`config.mk`:
```
export PLATFORM = sky130hd
export DESIGN_NAME = mbh_handler
export DESIGN_NICKNAME = d
export VERILOG_FILES = /design/src/mbh_pkg.sv /design/src/mbh_handler.sv
export SDC_FILE = /design/constraint.sdc
export NUM_CORES = 1
export LEC_CHECK = 0
export BUFFER_PORTS_ARGS = -buffer_cell sky130_fd_sc_hd__clkbuf_2
export CORE_ASPECT_RATIO = 0.7
export CORE_MARGIN = 1.5
export CORE_UTILIZATION = 57
export CTS_CLUSTER_DIAMETER = 50
export DETAILED_ROUTE_END_ITERATION = 7
export HOLD_SLACK_MARGIN = 0.06
export PLACE_DENSITY_LB_ADDON = 0.3
export RECOVER_POWER = 100
export SYNTH_ARGS = -nofsm -noshare
export SYNTH_HDL_FRONTEND = slang
export SYNTH_SLANG_ARGS = --single-unit
```
`constraint.sdc`:
```
create_clock -name clk_sys -period 8.9 [get_ports clk_sys]
set_clock_uncertainty 0.2 [all_clocks]
set_input_delay 1.78 -clock clk_sys [delete_from_list [all_inputs] [get_ports clk_sys]]
set_output_delay 1.78 -clock clk_sys [all_outputs]
set_load 0.02 [all_outputs]
```
`src/mbh_pkg.sv`:
```
// Purpose: constants for the serial register/coil command handler
// Assumes: 100 MHz clk_sys, frames arrive without their CRC bytes
// Notes:   all offsets are zero-based register/coil addresses
`default_nettype none
package mbh_pkg;
	// ==========================================================
	// function and exception codes
	localparam logic [7:0]  FN_RD_HOLD   = 8'h03;
	localparam logic [7:0]  FN_RD_INPUT  = 8'h04;
	localparam logic [7:0]  FN_WR_COIL   = 8'h05;
	localparam logic [7:0]  FN_WR_REG    = 8'h06;
	localparam logic [7:0]  EXC_FLAG     = 8'h80;
	localparam logic [7:0]  EXC_FUNC     = 8'h01;
	localparam logic [7:0]  EXC_ADDR     = 8'h02;
	localparam logic [7:0]  EXC_VALUE    = 8'h03;
	localparam logic [7:0]  BCAST_ADDR   = 8'h00;
	// ==========================================================
	// register map
	localparam logic [15:0] REG_NAME_LO  = 16'h01E2;
	localparam logic [15:0] REG_NAME_HI  = 16'h01E3;
	localparam logic [15:0] REG_SLAVE    = 16'h01E4;
	localparam logic [15:0] REG_DELAY    = 16'h01E7;
	localparam logic [15:0] REG_WTO      = 16'h01E8;
	localparam logic [15:0] REG_WCNT     = 16'h01EB;
	localparam logic [15:0] REG_HOST_OK  = 16'h3038;
	localparam logic [15:0] MAX_WORDS    = 16'h0020;
	localparam logic [15:0] DELAY_MAX    = 16'h001E;
	localparam logic [15:0] WTO_MAX      = 16'h00FF;
	// ==========================================================
	// coil map and values
	localparam logic [15:0] COIL_DOUT    = 16'h0000;
	localparam logic [15:0] COIL_DPOR    = 16'h0080;
	localparam logic [15:0] COIL_PROTO0  = 16'h0100;
	localparam logic [15:0] COIL_PROTO1  = 16'h0101;
	localparam logic [15:0] COIL_WMODE   = 16'h0103;
	localparam logic [15:0] COIL_WEN     = 16'h0104;
	localparam logic [15:0] COIL_WCLR    = 16'h010D;
	localparam logic [15:0] COIL_ON      = 16'hFF00;
	localparam logic [15:0] COIL_OFF     = 16'h0000;
	// ==========================================================
	// reset values and frame sizes
	localparam logic [15:0] RST_DELAY    = 16'h0000;
	localparam logic [15:0] RST_WTO      = 16'h0000;
	localparam logic [1:0]  RST_PROTO    = 2'h1;
	localparam logic [2:0]  REQ_BYTES    = 3'h6;
	localparam logic [6:0]  EXC_LEN      = 7'h03;
	localparam logic [6:0]  ECHO_LEN     = 7'h06;
	localparam logic [6:0]  RD_HDR_LEN   = 7'h03;
	// ==========================================================
	// timing
	localparam int          CLK_PERIOD_NS = 10;
	localparam int          DELAY_STEP_NS = 1_000_000;
	localparam int          WD_STEP_NS    = 100_000_000;
	localparam int          CYC_PER_MS    = DELAY_STEP_NS / CLK_PERIOD_NS;
	localparam int          CYC_PER_WD    = WD_STEP_NS / CLK_PERIOD_NS;
	localparam int          DIV_W         = 24;
	typedef enum logic [1:0] {
		ST_IDLE = 2'b00,
		ST_EXEC = 2'b01,
		ST_WAIT = 2'b10,
		ST_SEND = 2'b11
	} mbh_state_t;
endpackage
`default_nettype wire

```
`src/mbh_handler.sv`:
```
// Purpose: slave command handler for functions 03/04/05/06
// Assumes: byte stream from a framer that checks CRC; tx framer adds CRC
// Notes:   one request at a time; bytes arriving while busy are dropped
// Notes on behaviour
// - read request: address 1..247, function 03, start word, count 1..32
// - read reply: address, function, byte count twice words, then words
// - function 04 reads the same registers as 03
// - 0x01E2 two words return module name, low word first
// - 0x01E4 returns own slave address as one word
// - 0x01E7 holds reply delay, 0..30 ms, applied before replying
// - 0x01E8 holds watchdog timeout, 0..255 tenths of a second
// - 0x01EB reads timeout count; writing zero clears it
// - access to 0x3038 at broadcast address means host alive, never answered
// - coil write is function 05; FF00 on, 0000 off
// - coil write reply echoes address and value unchanged
// - coil 0x0000 drives output 0; coil 0x0080 its power-on value
// - coil 0x0103 picks watchdog mode 1 on, mode 0 off
// - coil 0x0104 enables watchdog; coil 0x010D on clears timeout status
// - coils 0x0100/0x0101 form protocol code; 01 this protocol, 00 ascii
// - register write is function 06, echoed on success
// - failure reply: address, function plus 0x80, exception code
// - unsupported function answers exception 01; addresses are zero-based
// - requests failing CRC are dropped without reply
`default_nettype none
module mbh_handler #(
	parameter int          CYC_MS  = mbh_pkg::CYC_PER_MS,
	parameter int          CYC_WD  = mbh_pkg::CYC_PER_WD,
	parameter logic [31:0] NAME_ID = 32'h00A5_5A00  // arbitrary identifier
) (
	input  wire logic       clk_sys,
	input  wire logic       sys_rst,
	input  wire logic [7:0] own_addr,
	input  wire logic [7:0] rx_data,
	input  wire logic       rx_valid,
	input  wire logic       rx_end,
	input  wire logic       rx_crc_ok,
	output logic      [7:0] tx_data,
	output logic            tx_valid,
	output logic            tx_last,
	input  wire logic       tx_ready,
	output logic            dout,
	output logic            dout_poweron,
	output logic            wd_mode,
	output logic            wd_enable,
	output logic            wd_status,
	output logic      [1:0] protocol_sel,
	output logic            host_alive,
	output logic     [15:0] reply_delay_ms,
	output logic     [15:0] host_alive_timeout,
	output logic     [15:0] host_alive_counter
);
	// ==========================================================
	// state
	typedef struct packed {
		mbh_pkg::mbh_state_t st;
		logic [5:0][7:0]     rq;
		logic [2:0]          nb;
		logic [7:0]          exc;
		logic [6:0]          idx;
		logic [6:0]          len;
		logic [15:0]         dly;
		logic [15:0]         wto;
		logic [15:0]         wcnt;
		logic [7:0]          elap;
		logic                dout;
		logic                dpor;
		logic                wmode;
		logic                wen;
		logic                wstat;
		logic [1:0]          proto;
		logic                hok;
		logic [7:0]          txd;
		logic [mbh_pkg::DIV_W-1:0] msdiv;
		logic [15:0]         msleft;
		logic [mbh_pkg::DIV_W-1:0] tdiv;
	} mbh_regs_t;
	mbh_regs_t q;
	mbh_regs_t next_q;

	// ==========================================================
	// decoding helpers
	function automatic logic read_ok(input logic [15:0] a, input logic [15:0] n);
		logic [15:0] e;
		e = 16'(a + n - 16'h0001);
		read_ok = ((a >= mbh_pkg::REG_NAME_LO) && (e <= mbh_pkg::REG_SLAVE)) ||
			((a >= mbh_pkg::REG_DELAY) && (e <= mbh_pkg::REG_WTO)) ||
			((a == mbh_pkg::REG_WCNT) && (n == 16'h0001));
	endfunction

	function automatic logic [15:0] rd_word(input mbh_regs_t s, input logic [15:0] a,
			input logic [7:0] me);
		case (a)
			mbh_pkg::REG_NAME_LO: rd_word = NAME_ID[15:0];
			mbh_pkg::REG_NAME_HI: rd_word = NAME_ID[31:16];
			mbh_pkg::REG_SLAVE:   rd_word = {8'h00, me};
			mbh_pkg::REG_DELAY:   rd_word = s.dly;
			mbh_pkg::REG_WTO:     rd_word = s.wto;
			mbh_pkg::REG_WCNT:    rd_word = s.wcnt;
			default:              rd_word = 16'h0000;
		endcase
	endfunction

	function automatic logic [7:0] tx_byte(input mbh_regs_t s, input logic [6:0] i,
			input logic [7:0] me);
		logic [15:0] w;
		logic        rd;
		w = rd_word(s, 16'({s.rq[2], s.rq[3]} + 16'(7'(i - 7'h03) >> 1)), me);
		rd = (s.rq[1] == mbh_pkg::FN_RD_HOLD) || (s.rq[1] == mbh_pkg::FN_RD_INPUT);
		if (i == 7'h00) begin
			tx_byte = s.rq[0];
		end else if (i == 7'h01) begin
			tx_byte = (s.exc != 8'h00) ? (s.rq[1] | mbh_pkg::EXC_FLAG) : s.rq[1];
		end else if (s.exc != 8'h00) begin
			tx_byte = s.exc;
		end else if (rd && i == 7'h02) begin
			tx_byte = 8'({s.rq[5], 1'b0});
		end else if (rd) begin
			tx_byte = i[0] ? w[15:8] : w[7:0];  // big-endian within word
		end else begin
			tx_byte = s.rq[3'(i)];
		end
	endfunction

	// ==========================================================
	// next state
	always_comb begin
		logic [7:0]  fn;
		logic [15:0] ra;
		logic [15:0] rv;
		logic        bc;
		logic        tick;
		fn = q.rq[1];
		ra = {q.rq[2], q.rq[3]};
		rv = {q.rq[4], q.rq[5]};
		bc = (q.rq[0] == mbh_pkg::BCAST_ADDR);
		tick = (q.tdiv == mbh_pkg::DIV_W'(CYC_WD - 1));
		next_q = q;
		next_q.hok = 1'b0;
		next_q.tdiv = tick ? '0 : mbh_pkg::DIV_W'(q.tdiv + 1'b1);
		case (q.st)
			mbh_pkg::ST_IDLE: begin
				if (rx_end) begin
					next_q.nb = 3'h0;
					// frames under two bytes, bad crc and other slaves are dropped silently
					if (rx_crc_ok && q.nb >= 3'h2 &&
							(q.rq[0] == own_addr || q.rq[0] == mbh_pkg::BCAST_ADDR)) begin
						next_q.nb = q.nb;
						next_q.st = mbh_pkg::ST_EXEC;
					end
				end else if (rx_valid && q.nb < mbh_pkg::REQ_BYTES) begin
					next_q.rq[q.nb] = rx_data;
					next_q.nb = 3'(q.nb + 3'h1);
				end
			end
			mbh_pkg::ST_EXEC: begin
				next_q.exc = 8'h00;
				next_q.len = mbh_pkg::ECHO_LEN;
				if (ra == mbh_pkg::REG_HOST_OK && fn >= mbh_pkg::FN_RD_HOLD &&
						fn <= mbh_pkg::FN_WR_REG && fn != mbh_pkg::FN_WR_COIL)
					next_q.hok = 1'b1;
				case (fn)
					mbh_pkg::FN_RD_HOLD, mbh_pkg::FN_RD_INPUT: begin
						if (q.nb < mbh_pkg::REQ_BYTES || rv == 16'h0000 ||
								rv > mbh_pkg::MAX_WORDS)
							next_q.exc = mbh_pkg::EXC_VALUE;
						else if (!read_ok(ra, rv))
							next_q.exc = mbh_pkg::EXC_ADDR;
						else
							next_q.len = 7'(mbh_pkg::RD_HDR_LEN + 7'({rv[5:0], 1'b0}));
					end
					mbh_pkg::FN_WR_COIL: begin
						if (q.nb < mbh_pkg::REQ_BYTES ||
								(rv != mbh_pkg::COIL_ON && rv != mbh_pkg::COIL_OFF)) begin
							next_q.exc = mbh_pkg::EXC_VALUE;
						end else begin
							case (ra)
								mbh_pkg::COIL_DOUT:   next_q.dout = rv[15];
								mbh_pkg::COIL_DPOR:   next_q.dpor = rv[15];
								mbh_pkg::COIL_PROTO0: next_q.proto[0] = rv[15];
								mbh_pkg::COIL_PROTO1: next_q.proto[1] = rv[15];
								mbh_pkg::COIL_WMODE:  next_q.wmode = rv[15];
								mbh_pkg::COIL_WEN:    next_q.wen = rv[15];
								mbh_pkg::COIL_WCLR: begin
									if (rv[15])
										next_q.wstat = 1'b0;
								end
								default: next_q.exc = mbh_pkg::EXC_ADDR;
							endcase
						end
					end
					mbh_pkg::FN_WR_REG: begin
						if (q.nb < mbh_pkg::REQ_BYTES) begin
							next_q.exc = mbh_pkg::EXC_VALUE;
						end else begin
							case (ra)
								mbh_pkg::REG_DELAY: begin
									if (rv <= mbh_pkg::DELAY_MAX) next_q.dly = rv;
									else next_q.exc = mbh_pkg::EXC_VALUE;
								end
								mbh_pkg::REG_WTO: begin
									if (rv <= mbh_pkg::WTO_MAX) next_q.wto = rv;
									else next_q.exc = mbh_pkg::EXC_VALUE;
								end
								mbh_pkg::REG_WCNT: begin
									if (rv == 16'h0000) next_q.wcnt = 16'h0000;
									else next_q.exc = mbh_pkg::EXC_VALUE;
								end
								mbh_pkg::REG_HOST_OK: next_q.elap = 8'h00;
								default: next_q.exc = mbh_pkg::EXC_ADDR;
							endcase
						end
					end
					default: next_q.exc = mbh_pkg::EXC_FUNC;
				endcase
				if (next_q.exc != 8'h00)
					next_q.len = mbh_pkg::EXC_LEN;
				// broadcast only carries the host-alive note; settings stay put
				if (bc) begin
					next_q.dout = q.dout;
					next_q.dpor = q.dpor;
					next_q.proto = q.proto;
					next_q.wmode = q.wmode;
					next_q.wen = q.wen;
					next_q.wstat = q.wstat;
					next_q.dly = q.dly;
					next_q.wto = q.wto;
					next_q.wcnt = q.wcnt;
				end
				next_q.nb = 3'h0;
				next_q.msdiv = '0;
				next_q.msleft = q.dly;
				next_q.st = bc ? mbh_pkg::ST_IDLE : mbh_pkg::ST_WAIT;
			end
			mbh_pkg::ST_WAIT: begin
				if (q.msleft == 16'h0000) begin
					next_q.idx = 7'h00;
					next_q.txd = tx_byte(q, 7'h00, own_addr);
					next_q.st = mbh_pkg::ST_SEND;
				end else if (q.msdiv == mbh_pkg::DIV_W'(CYC_MS - 1)) begin
					next_q.msdiv = '0;
					next_q.msleft = 16'(q.msleft - 16'h0001);
				end else begin
					next_q.msdiv = mbh_pkg::DIV_W'(q.msdiv + 1'b1);
				end
			end
			mbh_pkg::ST_SEND: begin
				if (tx_ready) begin
					if (q.idx == 7'(q.len - 7'h01)) begin
						next_q.st = mbh_pkg::ST_IDLE;
					end else begin
						next_q.idx = 7'(q.idx + 7'h01);
						next_q.txd = tx_byte(q, 7'(q.idx + 7'h01), own_addr);
					end
				end
			end
			default: next_q.st = mbh_pkg::ST_IDLE;
		endcase
		// watchdog runs after command effects so a timeout wins over a clear
		if (next_q.hok) begin
			next_q.elap = 8'h00;
		end else if (q.wen && tick && q.wto != 16'h0000) begin
			if (16'(q.elap) + 16'h0001 >= q.wto) begin
				next_q.elap = 8'h00;
				next_q.wstat = 1'b1;
				if (q.wcnt != 16'hFFFF)
					next_q.wcnt = 16'(q.wcnt + 16'h0001);
			end else begin
				next_q.elap = 8'(q.elap + 8'h01);
			end
		end
	end
	always_ff @(posedge clk_sys or posedge sys_rst) begin
		if (sys_rst) begin
			q <= '0;
			q.st <= mbh_pkg::ST_IDLE;
			q.dly <= mbh_pkg::RST_DELAY;
			q.wto <= mbh_pkg::RST_WTO;
			q.proto <= mbh_pkg::RST_PROTO;
		end else begin
			q <= next_q;
		end
	end

	// ==========================================================
	// outputs
	assign tx_valid           = (q.st == mbh_pkg::ST_SEND);
	assign tx_last            = tx_valid && (q.idx == 7'(q.len - 7'h01));
	assign tx_data            = q.txd;
	assign dout               = q.dout;
	assign dout_poweron       = q.dpor;
	assign wd_mode            = q.wmode;
	assign wd_enable          = q.wen;
	assign wd_status          = q.wstat;
	assign protocol_sel       = q.proto;
	assign host_alive         = q.hok;
	assign reply_delay_ms     = q.dly;
	assign host_alive_timeout = q.wto;
	assign host_alive_counter = q.wcnt;

	// ==========================================================
	// checks
	a_bcast_silent: assert property (@(posedge clk_sys) disable iff (sys_rst)
		tx_valid |-> q.rq[0] != mbh_pkg::BCAST_ADDR) else $error("broadcast answered");
	a_addr_match: assert property (@(posedge clk_sys) disable iff (sys_rst)
		tx_valid && q.idx == 7'h00 |-> tx_data == own_addr) else $error("wrong slave answered");
	a_crc_drop: assert property (@(posedge clk_sys) disable iff (sys_rst)
		q.st == mbh_pkg::ST_IDLE && rx_end && !rx_crc_ok |=> (q.st == mbh_pkg::ST_IDLE) [*3])
		else $error("bad crc frame processed");
	a_exc_length: assert property (@(posedge clk_sys) disable iff (sys_rst)
		tx_valid && q.exc != 8'h00 |-> q.len == mbh_pkg::EXC_LEN) else $error("exception len");
	a_fn_flag: assert property (@(posedge clk_sys) disable iff (sys_rst)
		tx_valid && q.idx == 7'h01 && q.exc != 8'h00 |-> tx_data[7] && tx_data[6:0] == q.rq[1][6:0])
		else $error("exception function byte");
	a_byte_count: assert property (@(posedge clk_sys) disable iff (sys_rst)
		tx_valid && q.idx == 7'h02 && q.exc == 8'h00 && (q.rq[1] == mbh_pkg::FN_RD_HOLD ||
		q.rq[1] == mbh_pkg::FN_RD_INPUT) |-> tx_data == 8'({q.rq[5], 1'b0}))
		else $error("byte count");
	a_unsup_fn: assert property (@(posedge clk_sys) disable iff (sys_rst)
		q.st == mbh_pkg::ST_EXEC && (q.rq[1] < mbh_pkg::FN_RD_HOLD ||
		q.rq[1] > mbh_pkg::FN_WR_REG) |=> q.exc == mbh_pkg::EXC_FUNC)
		else $error("unsupported function");
	a_coil_dout: assert property (@(posedge clk_sys) disable iff (sys_rst)
		q.st == mbh_pkg::ST_EXEC && q.rq[1] == mbh_pkg::FN_WR_COIL && q.rq[0] != 8'h00 &&
		q.nb == mbh_pkg::REQ_BYTES && {q.rq[2], q.rq[3]} == mbh_pkg::COIL_DOUT &&
		{q.rq[4], q.rq[5]} == mbh_pkg::COIL_ON |=> dout) else $error("coil not applied");
	a_delay_range: assert property (@(posedge clk_sys) disable iff (sys_rst)
		reply_delay_ms <= mbh_pkg::DELAY_MAX) else $error("delay out of range");
	a_wto_range: assert property (@(posedge clk_sys) disable iff (sys_rst)
		host_alive_timeout <= mbh_pkg::WTO_MAX) else $error("timeout out of range");
	c_read_done: cover property (@(posedge clk_sys) disable iff (sys_rst)
		tx_last && tx_ready && q.exc == 8'h00 && q.rq[1] == mbh_pkg::FN_RD_HOLD);
	c_exception: cover property (@(posedge clk_sys) disable iff (sys_rst)
		tx_last && tx_ready && q.exc != 8'h00);
	c_host_ok: cover property (@(posedge clk_sys) disable iff (sys_rst) host_alive);
	c_wd_fire: cover property (@(posedge clk_sys) disable iff (sys_rst) $rose(wd_status));
endmodule // mbh_handler
`default_nettype wire

```
==> metrics.cfg <==
[synthesis]
async_flop_share=1.00
ys_dominant_reg_cell=dfrtp_1
synth_top_cell_by_area=dfrtp_1
ys_seq_area_frac=0.364
synth_edf_count=0
synth_area_sq_um=14100
synthesis.instances=1596
syn_area_per_cell_sq_um=8.83
synth_top_area_frac=0.362
synth_top_cells_by_area=dfrtp_1, ha_1, o21ai_0
synth_seq_cells=205
synth_nets=1680
synth_cell_types=90
ys_warn_count=0

[grt]
antenna_found_initial=1
grt_overflow_total=0
grt_util_all_layers=0.331
first_global_vias=11700
grt_max_degree=135
grt_first_pass_wirelength_mm=66.2

[timing]
min_period_ps=6850
fmax_ghz=0.146
hold_viol=0
timing.hold.ws_ps=294
rsz0062_at_grt=no
max_slew_margin=-1.68
setup_viol=0
totalNegativeSetupSlack_ps=0
worstMarginPinSlew_ps=4020
slew_violations=154
fin_crit_sh=0.770

[detailed_routing]
drtIter0Drc=1528
ant_nets=0
drc=0
routed_wl_mm=42.2
drt-wirelength-per-cell_um=21.8
dr_total_vias=12600
viasPerCell=6.51
first_pass_iters=7

[clock_network]
cts_sinks=205
numCtsBuffers=25
post_cts_resized=0
cts-htree-levels=1
cts_setup_buffers=0
cts_hold_buffers=0
clockBufferDepth=3
cts_tree=yes
clk_pin_slew_ps=70
cts_root_buf=clkbuf_16
clkLatencyLatePin_ps=530

[floorplanning]
io_pins=88
start_util=0.589
die_w_um=191
core_sq_um=23900
fp.dieH_um=135
die-area_sq_um=25700
row_count=47

[place]
placed_area_sq_um=14300
gp_congestion=0.958
port_buffers=87
placed_cells=1890
hpwl_mm=31.0

[finish]
n_antenna_cell=0
finalNetCount=1683
area_delta_synth_final_pct=6.16
final_area_sq_um=15000
fill_cells=2062
final_layout_size_suffix_gt1_frac=0.0873
fin_cells=1934

[worst_hold_path]
hold_path_end=q[11]
worstHoldStart=q[11]
hold_depth=1
worst_hold_path_type=reg2reg

[power]
power_frac_clock=0.383
combPwrFrac=0.242
power_frac_seq=0.374
switching_share=0.335
peakVddDrop_uv=140
powerDensity_nw_per_um2=177
p_leak_nw=6.71
power.net_switching_uw=886
p_int_mw=1.76

[critical_path]
cp_slowest_cell=clkbuf_1
reg2reg_depth=16
path_class=reg2reg
critPathBufInv=2
rrSetupSlack_ps=2050
r2r-end=tx_data[5]
arrival_ps=7090
timing.critical_path.to_type=register
crit_family=buffers and inverters
critPathLaunchType=register
cp_slowest_stage_delay_ps=1750
path_cells=clkbuf_1 > ha_1 > xnor2_1 > buf_4 > o21ai_0 > nor4_1 > xnor2_1 > ha_1 > nor2_1 > o41a_1 > or4_1 > a2111oi_4 > nand2_4 > nor4_1 > o2111ai_1 > a211oi_1
cp_data_required_time_ps=9130
critPathMaxFanout=43
r2r-start=q[143]

[status]
failed_checks=capacitance limit, slew limit
status=finished, violations left

[flow_run]
drv_cap=4

[synth_stat cells, drive strengths merged (5+ instances only)]
| cell type | n |
|---|---|
| nor3b | 12 |
| and3 | 41 |
| o211ai | 11 |
| o21a | 7 |
| nand2b | 17 |
| or2 | 8 |
| a21o | 14 |
| dfrtp | 204 |
| clkbuf | 48 |
| o21bai | 9 |
| and2 | 12 |
| nand3 | 56 |
| a41oi | 5 |
| nand4 | 24 |
| a32o | 7 |
| a21oi | 72 |
| mux4 | 8 |
| nand3b | 5 |
| a211oi | 9 |
| inv | 95 |
| o22ai | 13 |
| a221oi | 10 |
| mux2 | 46 |
| o211a | 5 |
| nor4 | 27 |
| ha | 60 |
| o21ai | 123 |
| or4 | 10 |
| nand2 | 123 |
| xnor2 | 50 |
| mux2i | 14 |
| or3 | 17 |
| o31ai | 7 |
| a32oi | 7 |
| a31oi | 17 |
| nor3 | 58 |
| a22o | 5 |
| and4 | 9 |
| a22oi | 13 |
| buf | 72 |
| xor2 | 32 |
| nor2 | 121 |
| nor2b | 32 |
[worst max path at each step]
| stage | slack [ps] | from | to | cells past startpoint |
|---|---|---|---|---|
| global route | 1650 | q[143] | tx_data[5] | 16 |
| CTS | 3610 | q[143] | tx_data[5] | 16 |
| floorplan | 1330 | sys_rst | asynchronous set/reset pin | 1 |
| finish | 2050 | q[143] | tx_data[5] | 16 |
| global placement | 3770 | q[143] | tx_data[5] | 16 |
| detailed placement | 3620 | q[143] | tx_data[5] | 16 |
[cells by family (layout without fill, tap and decap cells)]
kind of cell / Yosys count / count (layout) / share of synthesized area
DFF: 205 / 205 / 0.364
and+or+nand+nor: 590 / 590 / 0.219
muxes: 68 / 68 / 0.0598
adders and majority gates: 62 / 62 / 0.0561
AOI/OAI and AO/OA: 372 / 372 / 0.172
xor gates and xnor gates: 82 / 82 / 0.0510
buffers and inverters: 217 / 237 / 0.0771
[state kept, by name (all words and copies together), names as in the netlist, 2 cells and up, named ones only]
name / cells
protocol_sel: 2
host_alive_timeout: 16
host_alive_counter: 16
tx_data: 8
reply_delay_ms: 16
q: 140
[layout make-up]
| type | instances | area, sq um | share of cell area |
|---|---|---|---|
| inverter | 96 | 368 | 0.0246 |
| clock inverter | 14 | 158 | 0.0105 |
| clock buffer | 30 | 654 | 0.0438 |
| multi-input combinational | 1174 | 7850 | 0.525 |
| timing repair buffer | 97 | 402 | 0.0269 |
| tap | 318 | 398 | 0.0266 |
| sequential | 205 | 5130 | 0.343 |
[per-layer routing]
layer  track usage  wire length [um]
met1         0.484             18900
met5       0.00192                15
met2         0.481             17500
met4        0.0932              1150
met3        0.0881              4570
[cell usage in the layout, fill, tap and decap left out, types with 8 or more instances in the layout]
cell type / count
dfrtp_1: 203
nand2_1: 122
nor2_1: 121
o21ai_0: 120
inv_1: 93
clkbuf_1: 79
a21oi_1: 72
ha_1: 60
nor3_1: 57
nand3_1: 55
xnor2_1: 50
mux2_2: 46
and3_1: 41
xor2_1: 32
nor2b_1: 32
nor4_1: 26
clkbuf_16: 25
nand4_1: 24
clkbuf_2: 18
a31oi_1: 17
or3_1: 17
nand2b_1: 17
mux2i_1: 14
a21o_1: 14
a22oi_1: 13
o22ai_1: 13
nor3b_1: 12
o211ai_1: 11
or4_1: 10
o21bai_1: 9
a221oi_1: 9
or2_2: 8
and2_1: 8
and4_1: 8
a211oi_1: 8
[worst register-to-register path, stage by stage, from the launching register on]
cell and delay, ps:
dfrtp_2 350, clkbuf_1 1750, ha_1 530, xnor2_1 160
buf_4 270, o21ai_0 190, nor4_1 380, xnor2_1 110
ha_1 450, nor2_1 70, o41a_1 310, or4_1 570
a2111oi_4 530, nand2_4 190, nor4_1 270, o2111ai_1 170
a211oi_1 260
[power by group through the flow]
| stage | sequential, mW | combinational [mW] | clock, mW |
|---|---|---|---|
| CTS | 0.987 | 0.623 | 1.03 |
| global route | 0.990 | 0.698 | 1.06 |
| detailed placement | 1.00 | 0.620 | 0 |
| finish | 0.990 | 0.641 | 1.01 |
| floorplan | 0.982 | 0.499 | 0 |
| global placement | 1.00 | 0.619 | 0 |
[metrics by stage]
stage	power, mW	util	setup WS, ps
floorplan	1.48	-	1330
global placement	1.62	0.597	3770
detailed placement	1.62	0.597	3620
CTS	2.64	0.631	3610
global route	2.75	0.625	1650
finish	2.64	0.625	2050
Power figures use the tool's default switching activity.
